--- config.mk ---
export PLATFORM = sky130hd
export DESIGN_NAME = oag_core
export DESIGN_NICKNAME = d
export VERILOG_FILES = /design/src/inc/oag_pkg.sv /design/src/inc/oag_ea_if.sv /design/src/core/oag_ea_calc.sv /design/src/core/oag_imm_ext.sv /design/src/core/oag_core.sv
export SDC_FILE = /design/constraint.sdc
export NUM_CORES = 1
export LEC_CHECK = 0
export ABC_AREA = 1
export BUFFER_PORTS_ARGS = -buffer_cell sky130_fd_sc_hd__buf_4
export CAP_MARGIN = 25
export CORE_UTILIZATION = 55
export DETAILED_ROUTE_END_ITERATION = 8
export PLACE_DENSITY = 0.88
export SLEW_MARGIN = 20
export SYNTH_ARGS = -nofsm -noshare
export SYNTH_HDL_FRONTEND = slang
export SYNTH_HIERARCHICAL = 1
export SYNTH_SLANG_ARGS = --single-unit
--- constraint.sdc ---
create_clock -name i_clk -period 1.7 [get_ports i_clk]
set_input_delay 0.34 -clock i_clk [delete_from_list [all_inputs] [get_ports i_clk]]
set_output_delay 0.34 -clock i_clk [all_outputs]
set_load 0.01 [all_outputs]
--- src/inc/oag_pkg.sv ---
// Constants, types and helpers for operand fetch and effective-address generation
// Overview of operation
// RULE_01 - Extended immediate comes from following 16-bit word
// RULE_02 - Eight-bit immediate from instruction low byte
// RULE_03 - Four-bit immediate from low byte's upper nibble
// RULE_04 - Register-direct data stays within lower 64K
// RULE_05 - Register jump loads PC, drives A16-A1, A0=0
// RULE_06 - Byte into register is zero-extended
// RULE_07 - Predecrement by size, then access
// RULE_08 - Access, then postincrement by size
// RULE_09 - Displacement plus register, register unchanged
// RULE_10 - Indirect value is byte address, except jumps; code also uses it as a word address for far moves
// RULE_11 - Predecrement only for move to register
// RULE_12 - Byte store touches only addressed byte
// RULE_13 - Displaced jump reads word address into PC
// RULE_14 - Displaced data stays within lower 64K
// RULE_15 - Pointer update applied once per instruction
package oag_pkg;
	localparam int          OAG_DW        = 16;
	localparam int          OAG_AW        = 17;
	localparam int          OAG_IMM8_MSB  = 7;
	localparam int          OAG_IMM4_MSB  = 7;
	localparam int          OAG_IMM4_LSB  = 4;
	localparam int          OAG_BYTE_MSB  = 7;
	localparam logic [15:0] OAG_STEP_WORD = 16'h0002;
	localparam logic [15:0] OAG_STEP_BYTE = 16'h0001;
	localparam logic [15:0] OAG_WORD_RST  = 16'h0000;
	localparam logic [7:0]  OAG_ZERO_BYTE = 8'h00;
	localparam logic        OAG_LOW_PAGE  = 1'b0;
	localparam logic        OAG_A0_WORD   = 1'b0;
	localparam logic [1:0]  OAG_BE_NONE   = 2'h0;
	localparam logic [1:0]  OAG_BE_WORD   = 2'h3;
	localparam logic [1:0]  OAG_BE_HIGH   = 2'h2;
	localparam logic [1:0]  OAG_BE_LOW    = 2'h1;

	typedef enum logic [2:0] {
		OAG_M_IMM16   = 3'h0,
		OAG_M_IMM8    = 3'h1,
		OAG_M_IMM4    = 3'h2,
		OAG_M_REG     = 3'h3,
		OAG_M_IND     = 3'h4,
		OAG_M_PREDEC  = 3'h5,
		OAG_M_POSTINC = 3'h6,
		OAG_M_DISP    = 3'h7
	} oag_mode_t;

	typedef enum logic [1:0] {
		OAG_K_DATA = 2'h0,
		OAG_K_JUMP = 2'h1,
		OAG_K_FAR_MOVE_INSTRUCTION = 2'h2
	} oag_kind_t;

	typedef enum logic {
		OAG_S_IDLE = 1'b0,
		OAG_S_MEM  = 1'b1
	} oag_state_t;

	function automatic logic [15:0] oag_step(input logic byte_op);
		oag_step = byte_op ? OAG_STEP_BYTE : OAG_STEP_WORD;
	endfunction : oag_step

	function automatic logic [15:0] oag_zext(input logic [7:0] b);
		oag_zext = {OAG_ZERO_BYTE, b};
	endfunction : oag_zext

	// Odd byte address is the low byte of the word
	function automatic logic [7:0] oag_lane(input logic [15:0] w, input logic a0);
		oag_lane = a0 ? w[7:0] : w[15:8];
	endfunction : oag_lane
endpackage : oag_pkg

--- src/inc/oag_ea_if.sv ---
// Effective-address request and result between the sequencer and the adder
`timescale 1ns/10ps
interface oag_ea_if;
	oag_pkg::oag_mode_t mode;
	logic               byte_op;
	logic [15:0]        base;
	logic [15:0]        disp;
	logic [15:0]        ea;
	logic [15:0]        ptr_next;
	logic               ptr_upd;

	modport calc (input mode, input byte_op, input base, input disp, output ea, output ptr_next, output ptr_upd);
	modport user (output mode, output byte_op, output base, output disp, input ea, input ptr_next, input ptr_upd);
endinterface : oag_ea_if

--- src/core/oag_ea_calc.sv ---
// Effective-address adder with pointer pre/post adjustment
`timescale 1ns/10ps
module oag_ea_calc (
	oag_ea_if.calc ea_if
);
	logic [15:0] step;
	logic [15:0] dec_ptr;
	logic [15:0] inc_ptr;

	assign step    = oag_pkg::oag_step(ea_if.byte_op);
	assign dec_ptr = ea_if.base - step;
	assign inc_ptr = ea_if.base + step;

	always_comb begin
		ea_if.ea       = ea_if.base;
		ea_if.ptr_next = ea_if.base;
		ea_if.ptr_upd  = 1'b0;
		unique case (ea_if.mode)
			oag_pkg::OAG_M_PREDEC: begin
				ea_if.ea       = dec_ptr; // RULE_07
				ea_if.ptr_next = dec_ptr; // RULE_07
				ea_if.ptr_upd  = 1'b1;
			end
			oag_pkg::OAG_M_POSTINC: begin
				ea_if.ptr_next = inc_ptr; // RULE_08
				ea_if.ptr_upd  = 1'b1;
			end
			// Register itself is never written back here
			oag_pkg::OAG_M_DISP: ea_if.ea = ea_if.disp + ea_if.base; // RULE_09
			default: ea_if.ea = ea_if.base;
		endcase
	end
endmodule : oag_ea_calc

--- src/core/oag_imm_ext.sv ---
// Immediate operand extraction from instruction or extension word
`timescale 1ns/10ps
module oag_imm_ext (
	input  wire logic [15:0]        i_iw,
	input  wire logic [15:0]        i_ext,
	input  wire oag_pkg::oag_mode_t i_mode,
	output logic      [15:0]        o_imm
);
	always_comb begin
		unique case (i_mode)
			oag_pkg::OAG_M_IMM8: o_imm = oag_pkg::oag_zext(i_iw[oag_pkg::OAG_IMM8_MSB:0]); // RULE_02
			oag_pkg::OAG_M_IMM4: o_imm = {12'h000, i_iw[oag_pkg::OAG_IMM4_MSB:oag_pkg::OAG_IMM4_LSB]}; // RULE_03
			default:             o_imm = i_ext; // RULE_01
		endcase
	end
endmodule : oag_imm_ext

--- src/core/oag_core.sv ---
// Operand fetch and effective-address sequencer
`timescale 1ns/10ps
module oag_core (
	input  wire logic               i_clk,
	input  wire logic               i_rst_n,
	input  wire logic               i_start,
	input  wire logic [15:0]        i_iw,
	input  wire logic [15:0]        i_ext,
	input  wire oag_pkg::oag_mode_t i_mode,
	input  wire oag_pkg::oag_kind_t i_kind,
	input  wire logic               i_byte,
	input  wire logic               i_is_move,
	input  wire logic               i_dst_mem,
	input  wire logic [15:0]        i_reg_val,
	input  wire logic [15:0]        i_store_data,
	input  wire logic               i_mem_ack,
	input  wire logic [15:0]        i_mem_rdata,
	output logic                    o_busy,
	output logic                    o_mem_req,
	output logic      [16:0]        o_mem_addr,
	output logic                    o_mem_we,
	output logic      [1:0]         o_mem_be,
	output logic      [15:0]        o_mem_wdata,
	output logic                    o_result_vld,
	output logic      [15:0]        o_result,
	output logic                    o_ptr_we,
	output logic      [15:0]        o_ptr_wdata,
	output logic                    o_pc_we,
	output logic      [15:0]        o_pc,
	output logic      [16:0]        o_fetch_addr,
	output logic                    o_illegal
);
	oag_ea_if ea_if ();

	logic [15:0] imm;

	oag_imm_ext u_imm (
		.i_iw   (i_iw),
		.i_ext  (i_ext),
		.i_mode (i_mode),
		.o_imm  (imm)
	);

	oag_ea_calc u_ea (
		.ea_if (ea_if)
	);

	// Address is formed in the start cycle from the live request
	assign ea_if.mode    = i_mode;
	assign ea_if.byte_op = i_byte;
	assign ea_if.base    = i_reg_val;
	assign ea_if.disp    = i_ext;

	oag_pkg::oag_state_t state;
	oag_pkg::oag_state_t next_state;
	oag_pkg::oag_kind_t  kind;
	oag_pkg::oag_kind_t  next_kind;
	logic                byte_op;
	logic                next_byte_op;
	logic                ptr_pend;
	logic                next_ptr_pend;
	logic [15:0]         ptr_val;
	logic [15:0]         next_ptr_val;

	logic                next_busy;
	logic                next_mem_req;
	logic [16:0]         next_mem_addr;
	logic                next_mem_we;
	logic [1:0]          next_mem_be;
	logic [15:0]         next_mem_wdata;
	logic                next_result_vld;
	logic [15:0]         next_result;
	logic                next_ptr_we;
	logic [15:0]         next_ptr_wdata;
	logic                next_pc_we;
	logic [15:0]         next_pc;
	logic [16:0]         next_fetch_addr;
	logic                next_illegal;

	logic                is_ind;
	logic                predec_ok;

	assign is_ind    = (i_mode == oag_pkg::OAG_M_IND) || (i_mode == oag_pkg::OAG_M_PREDEC) ||
	                   (i_mode == oag_pkg::OAG_M_POSTINC) || (i_mode == oag_pkg::OAG_M_DISP);
	assign predec_ok = (i_kind == oag_pkg::OAG_K_DATA) && i_is_move && !i_dst_mem;

	always_comb begin
		next_state      = state;
		next_kind       = kind;
		next_byte_op    = byte_op;
		next_ptr_pend   = ptr_pend;
		next_ptr_val    = ptr_val;
		next_busy       = o_busy;
		next_mem_req    = o_mem_req;
		next_mem_addr   = o_mem_addr;
		next_mem_we     = o_mem_we;
		next_mem_be     = o_mem_be;
		next_mem_wdata  = o_mem_wdata;
		next_result     = o_result;
		next_pc         = o_pc;
		next_fetch_addr = o_fetch_addr;
		next_ptr_wdata  = o_ptr_wdata;
		next_result_vld = 1'b0;
		next_ptr_we     = 1'b0;
		next_pc_we      = 1'b0;
		next_illegal    = 1'b0;
		unique case (state)
			oag_pkg::OAG_S_IDLE: begin
				if (i_start) begin
					next_kind    = i_kind;
					next_byte_op = i_byte;
					if (i_mode == oag_pkg::OAG_M_IMM16 || i_mode == oag_pkg::OAG_M_IMM8 ||
					    i_mode == oag_pkg::OAG_M_IMM4) begin
						next_result     = imm; // RULE_01
						next_result_vld = 1'b1;
					end else if (i_mode == oag_pkg::OAG_M_REG) begin
						if (i_kind == oag_pkg::OAG_K_JUMP) begin
							next_pc         = i_reg_val; // RULE_05
							next_pc_we      = 1'b1;
							next_fetch_addr = {i_reg_val, oag_pkg::OAG_A0_WORD}; // RULE_05
						end else begin
							// Data operands never leave the lower 64K
							next_result     = i_byte ? oag_pkg::oag_zext(i_reg_val[oag_pkg::OAG_BYTE_MSB:0])
							                         : i_reg_val; // RULE_04 RULE_06
							next_result_vld = 1'b1;
						end
					end else if (is_ind) begin
						if (i_mode == oag_pkg::OAG_M_PREDEC && !predec_ok) begin
							// Unsupported form: no access, pointer untouched
							next_illegal = 1'b1; // RULE_11
						end else if (i_kind == oag_pkg::OAG_K_JUMP && i_mode != oag_pkg::OAG_M_DISP) begin
							next_pc         = ea_if.ea; // RULE_10
							next_pc_we      = 1'b1;
							next_fetch_addr = {ea_if.ea, oag_pkg::OAG_A0_WORD}; // RULE_10
							next_ptr_we     = ea_if.ptr_upd; // RULE_15
							next_ptr_wdata  = ea_if.ptr_next;
						end else begin
							next_state    = oag_pkg::OAG_S_MEM;
							next_busy     = 1'b1;
							next_mem_req  = 1'b1;
							next_ptr_pend = ea_if.ptr_upd;
							next_ptr_val  = ea_if.ptr_next;
							if (i_kind == oag_pkg::OAG_K_FAR_MOVE_INSTRUCTION) begin
								next_mem_addr = {ea_if.ea, oag_pkg::OAG_A0_WORD}; // RULE_10
								next_mem_be   = oag_pkg::OAG_BE_WORD;
							end else begin
								// Displaced jump table also lives in the lower 64K
								next_mem_addr = {oag_pkg::OAG_LOW_PAGE, ea_if.ea}; // RULE_10 RULE_14
								if (!i_byte) begin
									next_mem_be = oag_pkg::OAG_BE_WORD;
								end else if (ea_if.ea[0]) begin
									next_mem_be = oag_pkg::OAG_BE_LOW; // RULE_12
								end else begin
									next_mem_be = oag_pkg::OAG_BE_HIGH; // RULE_12
								end
							end
							next_mem_we = i_dst_mem && (i_kind != oag_pkg::OAG_K_JUMP);
							// Byte replicated on both lanes; strobe picks the one that lands
							next_mem_wdata = i_byte ? {i_store_data[7:0], i_store_data[7:0]}
							                        : i_store_data; // RULE_12
						end
					end
				end
			end
			oag_pkg::OAG_S_MEM: begin
				if (i_mem_ack) begin
					next_state   = oag_pkg::OAG_S_IDLE;
					next_busy    = 1'b0;
					next_mem_req = 1'b0;
					next_mem_we  = 1'b0;
					next_mem_be  = oag_pkg::OAG_BE_NONE;
					if (kind == oag_pkg::OAG_K_JUMP) begin
						next_pc         = i_mem_rdata; // RULE_13
						next_pc_we      = 1'b1;
						next_fetch_addr = {i_mem_rdata, oag_pkg::OAG_A0_WORD}; // RULE_13
					end else if (!o_mem_we) begin
						next_result     = (byte_op && kind == oag_pkg::OAG_K_DATA)
						                  ? oag_pkg::oag_zext(oag_pkg::oag_lane(i_mem_rdata, o_mem_addr[0]))
						                  : i_mem_rdata; // RULE_06
						next_result_vld = 1'b1;
					end
					// Write-back after the access, once
					next_ptr_we    = ptr_pend; // RULE_08 RULE_15
					next_ptr_wdata = ptr_val;
					next_ptr_pend  = 1'b0;
				end
			end
		endcase
	end

	always_ff @(posedge i_clk or negedge i_rst_n) begin
		if (!i_rst_n) begin
			state        <= oag_pkg::OAG_S_IDLE;
			kind         <= oag_pkg::OAG_K_DATA;
			byte_op      <= 1'b0;
			ptr_pend     <= 1'b0;
			ptr_val      <= oag_pkg::OAG_WORD_RST;
			o_busy       <= 1'b0;
			o_mem_req    <= 1'b0;
			o_mem_addr   <= 17'h00000;
			o_mem_we     <= 1'b0;
			o_mem_be     <= oag_pkg::OAG_BE_NONE;
			o_mem_wdata  <= oag_pkg::OAG_WORD_RST;
			o_result_vld <= 1'b0;
			o_result     <= oag_pkg::OAG_WORD_RST;
			o_ptr_we     <= 1'b0;
			o_ptr_wdata  <= oag_pkg::OAG_WORD_RST;
			o_pc_we      <= 1'b0;
			o_pc         <= oag_pkg::OAG_WORD_RST;
			o_fetch_addr <= 17'h00000;
			o_illegal    <= 1'b0;
		end else begin
			state        <= next_state;
			kind         <= next_kind;
			byte_op      <= next_byte_op;
			ptr_pend     <= next_ptr_pend;
			ptr_val      <= next_ptr_val;
			o_busy       <= next_busy;
			o_mem_req    <= next_mem_req;
			o_mem_addr   <= next_mem_addr;
			o_mem_we     <= next_mem_we;
			o_mem_be     <= next_mem_be;
			o_mem_wdata  <= next_mem_wdata;
			o_result_vld <= next_result_vld;
			o_result     <= next_result;
			o_ptr_we     <= next_ptr_we;
			o_ptr_wdata  <= next_ptr_wdata;
			o_pc_we      <= next_pc_we;
			o_pc         <= next_pc;
			o_fetch_addr <= next_fetch_addr;
			o_illegal    <= next_illegal;
		end
	end
endmodule : oag_core

==> results of run 1 <==
[how the worst max path moves through the flow]
stage | from | endpoint | slack [ps] | cells after the start
2_1_floorplan | i_reg_val[0] | o_fetch_addr[15] | -320 | 18
3_3_place_gp | i_reg_val[0] | o_mem_addr[7] | -760 | 15
3_5_place_dp | i_reg_val[0] | o_mem_addr[7] | -770 | 15
4_1_cts | i_reg_val[0] | o_fetch_addr[13] | -220 | 19
5_1_grt | i_reg_val[0] | o_fetch_addr[15] | -380 | 19
6_report | i_reg_val[0] | o_fetch_addr[3] | -350 | 17
[layout make-up]
| cell class | count | area share |
|---|---|---|
| Tap cell | 188 | 0.0190 |
| Inverter | 146 | 0.0466 |
| Clock inverter | 7 | 0.00605 |
| Clock buffer | 9 | 0.0182 |
| Multi-Input combinational cell | 1043 | 0.442 |
| Sequential cell | 110 | 0.222 |
| Timing Repair Buffer | 378 | 0.247 |
[registers in the layout, summed over array words and instances (netlist names), 2 cells and up]
name	cells
kind	2
o_fetch_addr	16
o_mem_addr	17
o_mem_be	2
o_mem_wdata	16
o_ptr_wdata	16
o_result	16
ptr_val	16
[through the flow]
stage / TNS [ps] / setup slack [ps]
after floorplan: -5160 / -322
after global placement: -30460 / -756
after detailed placement: -34290 / -772
after CTS: -4730 / -218
after global routing: -11990 / -382
final: -7960 / -354
[repair_timing]
action	4_1_cts	5_1_grt
pin swaps	51	68
hold buffers	1	0
setup endpoints to repair	52	65
hold endpoints to repair	28	0
setup buffers	14	14
gates resized for setup	81	99
[critical path, delay by kind of cell]
kind | cells | cell delay (ps)
AND/OR/NAND/NOR | 6 | 450
AO/OA/AOI/OAI | 2 | 360
adder cells (fa/ha/maj) | 2 | 470
buffers and inverters | 7 | 670
[per-layer routing]
layer,GRT usage,vias to the layer above
li1,-,4943
met1,0.531,4929
met2,0.701,716
met3,0.0595,122
met4,0.150,0
met5,0,-
[placed cells by master (no fill, tap or decap), drive strengths merged, types with 5 or more instances in the layout]
| cell type | count |
|---|---|
| clkinv | 5 |
| nor3 | 5 |
| a21oi | 28 |
| nand2 | 576 |
| dfrtp | 110 |
| nand4 | 10 |
| o211ai | 10 |
| nand3b | 11 |
| buf | 377 |
| clkbuf | 9 |
| inv | 146 |
| ha | 20 |
| nand3 | 217 |
| o21ai | 40 |
| nor2 | 111 |
[synth_stat cells (2+ instances only)]
library cell,number,share of area
o21ai_0,34,0.020
o21ai_1,5,0.0029
inv_2,13,0.0057
nand2_2,3,0.0022
clkbuf_1,13,0.0057
nor2_4,3,0.0040
buf_1,2,0.00088
a21oi_1,27,0.016
nand2_1,570,0.25
nor3_1,4,0.0024
nand2_4,3,0.0040
ha_1,20,0.029
dfrtp_1,110,0.32
nor2_2,6,0.0044
nor2_1,101,0.045
o211ai_1,10,0.0088
clkinv_1,2,0.00088
inv_4,2,0.0015
inv_1,129,0.057
o21bai_1,2,0.0018
o221ai_1,3,0.0031
nand3_1,214,0.13
nand4_1,9,0.0066
buf_2,31,0.018
nand3_4,3,0.0062
fa_1,3,0.0071
buf_4,23,0.020
nand3b_1,11,0.0097
[cells by family (layout without fill, tap and decap cells)]
family / after synthesis / count (layout) / synth area share
AND/OR/NAND/NOR: 933 / 933 / 0.470
buffers and inverters: 216 / 540 / 0.112
flip-flops: 110 / 110 / 0.324
AO/OA/AOI/OAI: 85 / 85 / 0.0563
adder cells (fa/ha/maj): 23 / 23 / 0.0366
other: 1 / 1 / 0.000442
XOR/XNOR: 1 / 1 / 0.00103
[where the power goes]
part	total, W	internal [W]	switching, W
clock	0.00216	0.00105	0.00112
combinational	0.00514	0.00234	0.00279
sequential	0.00391	0.00336	0.000551
==> results.md, run 1 <==
- Inserted Diodes: 0
- DR iter-0 viols: ~1,300
- I/O Pins: around 200
- Max Freq: ~0.49 GHz
- Clock latency on the worst-skew pair: 360 ps
- WP data required: 1950 ps
- DR WL met2: 16,100 microns
- CP most frequent cell: nand2_1
- CP cell instances: buf_12, inv_12, ha_4, inv_2, fa_2, buf_4, nand2_1, inv_1, o21ai_1, buf_4, o211ai_1, inv_1, nand2_1, nand3_1, nand2_1, nand3_1, nand2_1
- Reg-to-reg startpoint: state
- Final net count: roughly 1,800
- Max stage delay cell, worst path: fa_2
- Status: finished, violations left
- Layout fillers: 1,063
- Final setup viols: 46
- Synth Flop Type: dfrtp_1
- GP Congestion: 0.965
- Critical Path AT: 2310 ps
- M1 WL: 12,800 microns
- Syn_nets: between 1,000 and 1,500
- Fin util: 0.819
- Total grt overflow: 0
- Final critical-path required period: 2050 ps
- Chip Height: around 130 microns
- Placed Area: 11,300 sq um
- Critical path peak fanout: 3
- CTS clk-pin slew, worst paths: around 80 ps
- Worst vdd ir: 625 uV
- Synth cell types: 41
- Routed WL: 33,300 microns
- Post-Layout Cell Count: 1,881
- Ratio of cells with drive above 1 in the final layout: 0.343
- Top layer in use: met4
- Dpl hpwl: approximately 25,000 microns
- P&R area growth vs syn: 46.2%
- # placed instances: 1,836
- RSZ-0062 raised after global routing: yes
- Routed Antenna Nets: 0
- Leak: slightly below 7 nW
- Via count: roughly 11,000
- Chip width: 126 microns
- First-pass GRT wire length: 51,100 microns
- Pwr dens: approximately 900 nW/um^2
- DRC: 0
- Seq/Total Area, Yosys: 0.324
- H-tree depth: 3
- Period utilisation layout: 1.21
- Final Slew Violations: 0
- Number of I/O port buffers: 189
- Maxcap violations: 0
- Post-route setup slack: -354 ps
- Via density: 5.69
- Violated checks: negative setup slack
- Hold Vio Cnt, Final: 0
- Worst Reg-to-Reg Cells: 8
- Crit-path max cell delay: 360 ps
- Fin area: approximately 12,000 sq um
- Reg2reg end: o_fetch_addr[11]
- Root Buffer Master: clkbuf_16
- Startpoint types: input pin
- Total power: 0.0112 W
- CTS tree: yes
- Register area: between 2000 and 3000 sq um
- YS warnings: 6
- Post-synth EDFFs: 0
- Core ar.: 15,100 sq um
- Syn Area/Cell: 6.20 sq um
- WL met3: 3200 microns
- Multi-input gate area: 5480 sq um
- Critical Path Sink Type: flop
- Std cell rows: 45
- GRT Util Overall: 0.411
- Clock buffer depth: 2
- DRT Pass-1 Iters: 6
- Cells after synthesis: 1,369
- Clock Skew: between 9 and 10 ps
- Netlist Area Pre-Place: 8490 sq um
- R2R Setup Slk: 110 ps
- Starting Density: 0.560
- CTS Buf Count: 9
- Asr flop ratio synth: 1.00
- Hold Path Depth: 3
- Clock sinks: 110
- Initial antenna violation count: 0
- Hold path endpoint: o_mem_wdata[1]
- Synthesis-stage register bit count: 110
- Setup Crit Path Kind: input pin to flop
- Avg WL per Cell: roughly 18 microns
- Largest net degree at the start of global routing: 52
- Die ar.: 15,900 sq um
- Hold path start: i_store_data[1]
- Min-delay worst type: input pin to flop
- Vias in the first global route: 9,881
- Hold slack: 216 ps
No activity file was read; power rests on OpenSTA's default activity.
==> run 2, diff against run 1 <==
CORE_UTILIZATION = 57   (was 55)
CTS_BUF_LIST = sky130_fd_sc_hd__clkbuf_2 sky130_fd_sc_hd__clkbuf_4 sky130_fd_sc_hd__clkbuf_8   (was unset)
PLACE_DENSITY = 0.91   (was 0.88)
==> run 2 against run 1 <==
Against the previous run: the run still ends with negative setup slack left; routed wire length shrank 1.7%; global-route usage is 0.55 points higher; combinational power decreased by 3%; critical path depth rose by 2; flip-flop and latch count unchanged; clock skew is 12 ps higher; maximum frequency up 8.3%; setup slack improved by 160 ps; clock power down 25%; register-to-register slack lost 60 ps; via count increased by 0.20%; critical path type unchanged; largest cell class unchanged; largest power group unchanged.
==> results.md, run 2 (synthesis gave the netlist of run 1 again) <==
- Final setup viols: 44 (was 46)
- CP cell instances: buf_12, inv_12, ha_4, inv_2, fa_2, nor2_4, nand2_4, nor2_4, nand3_2, nand2_2, nor2_4, nor2_1, nand2_1, inv_2, nand2_1, nand3_1, nand2_1, nand3_1, nand2_1 (was buf_12, inv_12, ha_4, inv_2, fa_2, buf_4, nand2_1, inv_1, o21ai_1, buf_4, o211ai_1, inv_1, nand2_1, nand3_1, nand2_1, nand3_1, nand2_1)
- Number of flip-flops in the largest register: 17 (unchanged)
- Clock sinks: 110 (unchanged)
- Rel. slew slack: 0.642
- Via count: 10,700 (about the same)
- Chip width: 124 microns (was 126 microns)
- Final setup TNS: -4560 ps (was -7960 ps)
- Min-delay worst type: input pin to flop (unchanged)
- Max stage delay cell, worst path: fa_2 (unchanged)
- CTS Buf Count: 9 (unchanged)
- P&R area growth vs syn: 42.7% (was 46.2%)
- First-pass GRT wire length: 48,500 microns (was 51,100 microns)
- DRT Pass-1 Iters: 6 (unchanged)
- Routed Antenna Nets: 0 (unchanged)
- Routed WL: 32,700 microns (was 33,300 microns)
- Met1 Use GR: 0.528 (was 0.531)
- Pwr dens: 869 nW/um^2 (was 904 nW/um^2)
- Grt met3 use: 0.0682 (was 0.0595)
- Post-route setup slack: -197 ps (was -354 ps)
- Avg WL per Cell: 17.6 microns (was 17.7 microns)
- DR iter-0 viols: 1,264 (was 1,270)
- # placed instances: 1,822 (was 1,836)
- DRC: 0 (unchanged)
- Starting Density: 0.584 (was 0.560)
- Post-Layout Cell Count: 1,856 (was 1,881)
- Via density: 5.78 (was 5.69)
- Max Freq: 0.527 GHz (was 0.487 GHz)
- Chip Height: 124 microns (was 126 microns)
- Total grt overflow: 0 (unchanged)
- CTS tree: yes (unchanged)
- Core ar.: 14,500 sq um (was 15,100 sq um)
- Largest net degree at the start of global routing: 48 (was 52)
- H-tree depth: 3 (unchanged)
- Most frequent cells in the layout: nand2_1 (543), buf_4 (328), nand3_1 (181) (was nand2_1 (537), buf_4 (350), nand3_1 (180))
- Critical Path AT: 2210 ps (was 2310 ps)
- Crit-path max cell delay: 360 ps (about the same)
- Startpoint types: input pin (unchanged)
- Register area: 2750 sq um (unchanged)
- Clock buffer depth: 2 (unchanged)
- Std cell rows: 44 (was 45)
- WP data required: 2020 ps (was 1950 ps)
- Maxcap violations: 0 (unchanged)
- Initial antenna violation count: 0 (unchanged)
- Setup Crit Path Kind: input pin to flop (unchanged)
- GRT Util Overall: 0.417 (was 0.411)
- Most Crowded Layer GR: met2 (unchanged)
- Status: finished, violations left (unchanged)
- Violated checks: negative setup slack (unchanged)
- Number of I/O port buffers: 189 (unchanged)
- Multi-input gate area: 5440 sq um (was 5480 sq um)
- Layout fillers: 960 (was 1,063)
- I/O Pins: 199 (unchanged)
- Die ar.: 15,400 sq um (was 15,900 sq um)
- Hold Vio Cnt, Final: 0 (unchanged)
- Met2 Resource Use GR: 0.671 (was 0.701)
- Final net count: 1,782 (was 1,803)
- Leading cell type in the layout, fill and taps excluded: nand2_1 (unchanged)
- Worst vdd ir: 640 uV (was 625 uV)
- Slew @ Worst Pin: 536 ps
- Vias in the first global route: 9,735 (was 9,881)
- CTS clk-pin slew, worst paths: 130 ps (was 80 ps)
- Inserted Diodes: 0 (unchanged)
- Dpl ws: -829 ps (was -772 ps)
- Dpl hpwl: 24,000 microns (was 25,100 microns)
- Final critical-path required period: 1900 ps (was 2050 ps)
- Root Buffer Master: clkbuf_8 (was clkbuf_16)
- Ratio of cells with drive above 1 in the final layout: 0.324 (was 0.343)
- Leak: 6.71 nW (was 6.86 nW)
- Critical path peak fanout: 4 (was 3)
- GP Congestion: 1.00 (was 0.965)
- Critical Path Sink Type: flop (unchanged)
- CP most frequent cell: nand2_1 (unchanged)
- Period utilisation layout: 1.12 (was 1.21)
- RSZ-0062 raised after global routing: yes (unchanged)
- Register with the most flip-flops: o_mem_addr (unchanged)
- Clock Skew: 21.8 ps (was 9.82 ps)
- Clock latency on the worst-skew pair: 410 ps (was 360 ps)
- Final Slew Violations: 0 (unchanged)
==> run 2: cell count changes in the layout (fill, tap and decap cells not counted), moves of 3 or more <==
cell,delta
buf_4,-22
clkbuf_16,-9
clkbuf_8,+9
nand2_1,+6
nand2_2,-6
a21oi_1,+5
o21ai_2,-5
a21oi_2,-4
o21ai_0,+3
==> run 2: power breakdown <==
part | switching (W) | total (W) | internal, W
clock network | 0.00104 | 0.00162 | 0.000579
registers | 0.000546 | 0.00390 | 0.00336
logic | 0.00270 | 0.00500 | 0.00230
==> run 2: worst paths after layout <==
kind / end / slack [ps] / start / cells past startpoint
min in group asynchronous: o_mem_wdata[8] / 480 / i_rst_n / 2
max: o_fetch_addr[15] / -200 / i_reg_val[0] / 19
max reg2reg: o_result[15] / 50 / state / 9
min: o_mem_wdata[6] / 170 / i_store_data[6] / 3
min reg2reg: ptr_val[1] / 480 / ptr_val[1] / 2
max in group asynchronous: o_fetch_addr[5] / 660 / i_rst_n / 3
==> run 2: worst max-delay path, delay by kind of cell <==
family        cells  cell delay, ps
simple gates     13            1110
buf+inv           4             270
fa+ha+maj         2             470
==> run 2: cell type report <==
type	count	area share
Clock buffer	9	0.0102
Sequential cell	110	0.227
Tap cell	184	0.0190
Clock inverter	7	0.00620
Inverter	146	0.0474
Timing Repair Buffer	357	0.241
Multi-Input combinational cell	1043	0.449
==> run 2: per-layer routing <==
| layer | routed length (microns) | vias up |
|---|---|---|
| met2 | 15100 | 765 |
| met3 | 3390 | 152 |
| li1 | - | 4908 |
| met4 | 1900 | 0 |
| met1 | 12400 | 4906 |
| met5 | 0 | - |
==> run 2: through the flow <==
| stage | area [sq um] | utilization | power (W) | hold WS [ps] |
|---|---|---|---|---|
| 2_1_floorplan | 8690 | - | 0.00628 | 44.4 |
| 6_report | 12100 | 0.834 | 0.0105 | 169 |
| 5_1_grt | 12100 | 0.834 | 0.0112 | 164 |
| 3_5_place_dp | 11200 | 0.773 | 0.00862 | 343 |
| 4_1_cts | 11800 | 0.809 | 0.0103 | 164 |
| 3_3_place_gp | 11200 | 0.773 | 0.00845 | 345 |
==> run 2: what timing repair did <==
item | 4_1_cts | 5_1_grt
pin swaps | 51 | 77
buffers inserted | 7 | 11
hold buffers | 1 | 0
endpoints found under the setup margin | 48 | 54
gates resized for setup | 73 | 87
hold endpoints to repair | 31 | 0
==> run 3, diff against run 2 <==
==> constraint.sdc (replaced) <==
create_clock -name i_clk -period 1.7 [get_ports i_clk]
set_input_delay 0.085 -clock i_clk [delete_from_list [all_inputs] [get_ports i_clk]]
set_output_delay 0.085 -clock i_clk [all_outputs]
set_load 0.01 [all_outputs]
==> run 3 against run 2 <==
Against the previous run: the run still ends with negative setup slack left; flip-flop and latch count is the same; non-clock buffer count shrank 28; clock power grew 11%; critical path type unchanged; critical endpoint is now o_fetch_addr[9].
==> results.md, run 3 (synthesis gave the netlist of run 1 again) <==
- Register area: 2750 sq um (unchanged)
- CP most frequent cell: nand2_1 (unchanged)
- Slew @ Worst Pin: 743 ps (was 536 ps)
- P&R area growth vs syn: 34.4% (was 42.7%)
- Routed WL: 32,200 microns (was 32,700 microns)
- Worst Reg-to-Reg Cells: 7 (was 9)
- Hold path endpoint: o_fetch_addr[9] (was o_mem_wdata[6])
- CTS Buf Count: 9 (unchanged)
- Leak: 6.51 nW (was 6.71 nW)
- I/O Pins: 199 (unchanged)
- Final Slew Violations: 0 (unchanged)
- Maxcap violations: 0 (unchanged)
- Hold Path Depth: 5 (was 3)
- Clock latency on the worst-skew pair: 410 ps (about the same)
- Layout fillers: 1,094 (was 960)
- Clock Skew: 21.9 ps (was 21.8 ps)
- Final net count: 1,754 (was 1,782)
- DR iter-0 viols: 1,586 (was 1,264)
- Violated checks: negative setup slack (unchanged)
- CTS clk-pin slew, worst paths: 120 ps (was 130 ps)
- Number of I/O port buffers: 189 (unchanged)
- Inserted Diodes: 0 (unchanged)
- Post-Layout Cell Count: 1,828 (was 1,856)
- Cell family with most CP delay: simple AND/OR/NAND/NOR gates (unchanged)
- H-tree depth: 3 (unchanged)
- Chip width: 124 microns (unchanged)
- Register with the most flip-flops: o_mem_addr (unchanged)
- Max stage delay cell, worst path: fa_2 (unchanged)
- Final setup viols: 2 (was 44)
- GP Congestion: 0.990 (was 1.00)
- Dpl hpwl: 23,300 microns (was 24,000 microns)
- DRT Pass-1 Iters: 8 (was 6)
- Root Buffer Master: clkbuf_8 (unchanged)
- Setup Crit Path Kind: input pin to flop (unchanged)
- Hold Vio Cnt, Final: 0 (unchanged)
- Status: finished, violations left (unchanged)
- Std cell rows: 44 (unchanged)
- Reg-to-reg startpoint: state (unchanged)
- Critical path peak fanout: 5 (was 4)
- Reg2reg end: o_mem_addr[1] (was o_result[15])
- Total power: 0.0105 W (about the same)
- Critical Path AT: 2050 ps (was 2210 ps)
- Starting Density: 0.584 (unchanged)
- GRT Util Overall: 0.396 (was 0.417)
- Initial antenna violation count: 0 (unchanged)
- Leading cell type in the layout, fill and taps excluded: nand2_1 (unchanged)
- Min-delay worst type: input pin to flop (unchanged)
- Multi-input gate area: 5020 sq um (was 5440 sq um)
- Chip Height: 124 microns (unchanged)
- Most frequent cells in the layout: nand2_1 (552), buf_4 (305), nand3_1 (205) (was nand2_1 (543), buf_4 (328), nand3_1 (181))
- Clock buffer depth: 2 (unchanged)
- Ratio of cells with drive above 1 in the final layout: 0.262 (was 0.324)
- Period utilisation layout: 1.03 (was 1.12)
- Via count: 10,600 (was 10,700)
- Crit-path max cell delay: 370 ps (was 360 ps)
- Worst vdd ir: 453 uV (was 640 uV)
- WP data required: 2010 ps (was 2020 ps)
- Pwr dens: 922 nW/um^2 (was 869 nW/um^2)
- Max Freq: 0.573 GHz (was 0.527 GHz)
- Rel. slew slack: 0.503 (was 0.642)
- CP cell instances: buf_12, inv_12, ha_4, inv_2, fa_2, nor2_4, nand2_4, nor2_4, nand2_2, nand3_2, o21ai_1, o21bai_4, inv_1, nand2_1, nand3_1, nand2_1, nand3_1, nand2_1 (was buf_12, inv_12, ha_4, inv_2, fa_2, nor2_4, nand2_4, nor2_4, nand3_2, nand2_2, nor2_4, nor2_1, nand2_1, inv_2, nand2_1, nand3_1, nand2_1, nand3_1, nand2_1)
- CTS tree: yes (unchanged)
- Hold path start: i_mem_rdata[8] (was i_store_data[6])
- Clock sinks: 110 (unchanged)
- CP bufs+invs: 4 (unchanged)
- Largest net degree at the start of global routing: 59 (was 48)
- Die ar.: 15,400 sq um (unchanged)
- Number of flip-flops in the largest register: 17 (unchanged)
- Startpoint types: input pin (unchanged)
- Top layer in use: met4 (unchanged)
- Via density: 5.80 (was 5.78)
- Vias in the first global route: 9,227 (was 9,735)
- RSZ-0062 raised after global routing: yes (unchanged)
- WL met3: 3750 microns (was 3390 microns)
- Critical Path Sink Type: flop (unchanged)
- Routed Antenna Nets: 0 (unchanged)
- Hold slack: 28.3 ps (was 169 ps)
- Avg WL per Cell: 17.6 microns (about the same)
- DR WL met2: 14,600 microns (was 15,100 microns)
- DRC: 0 (unchanged)
- Final critical-path required period: 1750 ps (was 1900 ps)
- First-pass GRT wire length: 46,300 microns (was 48,500 microns)
- Post-route setup slack: -46.3 ps (was -197 ps)
- Total grt overflow: 0 (unchanged)
- R2R Setup Slk: 0 ps (was 50 ps)
- # placed instances: 1,794 (was 1,822)
- M1 WL: 12,400 microns (about the same)
- Core ar.: 14,500 sq um (unchanged)
-- run 3: cell types whose count changed in the layout (fill, tap and decap cells not counted), sizes merged --
cell,delta
buf,-40
bufinv,+1
clkbuf,+2
clkinv,-3
clkinvlp,+2
dlygate4sd3,+11
inv,-1
-- run 3: power by group --
| group | switching (W) | total, W | internal, W | leakage, nW |
|---|---|---|---|---|
| logic | 0.00266 | 0.00481 | 0.00215 | 5.01 |
| clock network | 0.00104 | 0.00180 | 0.000765 | 0.111 |
| registers | 0.000548 | 0.00390 | 0.00336 | 1.39 |
-- run 3: final cells by class --
cell class,instances,area share
Clock buffer,10,0.0121
Multi-Input combinational cell,1043,0.440
Inverter,146,0.0502
Clock inverter,6,0.00768
Tap cell,184,0.0202
Timing Repair Buffer,329,0.229
Sequential cell,110,0.241
-- run 3: through the flow --
stage                     area [sq um]  setup TNS [ps]  setup slack, ps  utilization
final                            11400           -58.9            -46.3        0.785
after global routing             11400           -1460             -123        0.785
after detailed placement         10700          -18250             -520        0.739
after CTS                        11100               0             23.0        0.766
after floorplan                   8530            -204            -66.9            -
after global placement           10700          -15660             -491        0.739
-- run 3: routing by layer --
metal / vias up / global-route usage
li1: 4847 / -
met1: 4817 / 0.522
met2: 789 / 0.614
met3: 142 / 0.0875
met4: 0 / 0.190
met5: - / 0
-- run 3: repair_timing --
action,4_1_cts,5_1_grt
pin swaps,6,29
setup endpoints to repair,15,90
cloned,0,1
buffers inserted,1,4
endpoints found under the hold margin,40,0
resized for setup,13,68
hold buffers,12,0
-- run 3: worst min-delay path, stage by stage --
cell and delay, ps:
buf_4 100, nand2_1 50, nand2_1 50, nand3_1 60
nand2_1 60
-- run 3: how the worst max path moves through the flow --
stage                             from          endpoint  slack, ps  depth (start not counted)
after floorplan           i_reg_val[0]  o_fetch_addr[15]        -70                         18
after global placement    i_reg_val[0]   o_fetch_addr[9]       -490                         17
after detailed placement  i_reg_val[0]   o_fetch_addr[9]       -520                         17
after CTS                 i_reg_val[0]  o_fetch_addr[13]         20                         19
after global routing      i_reg_val[0]   o_fetch_addr[9]       -120                         18
final                     i_reg_val[0]   o_fetch_addr[9]        -50                         18
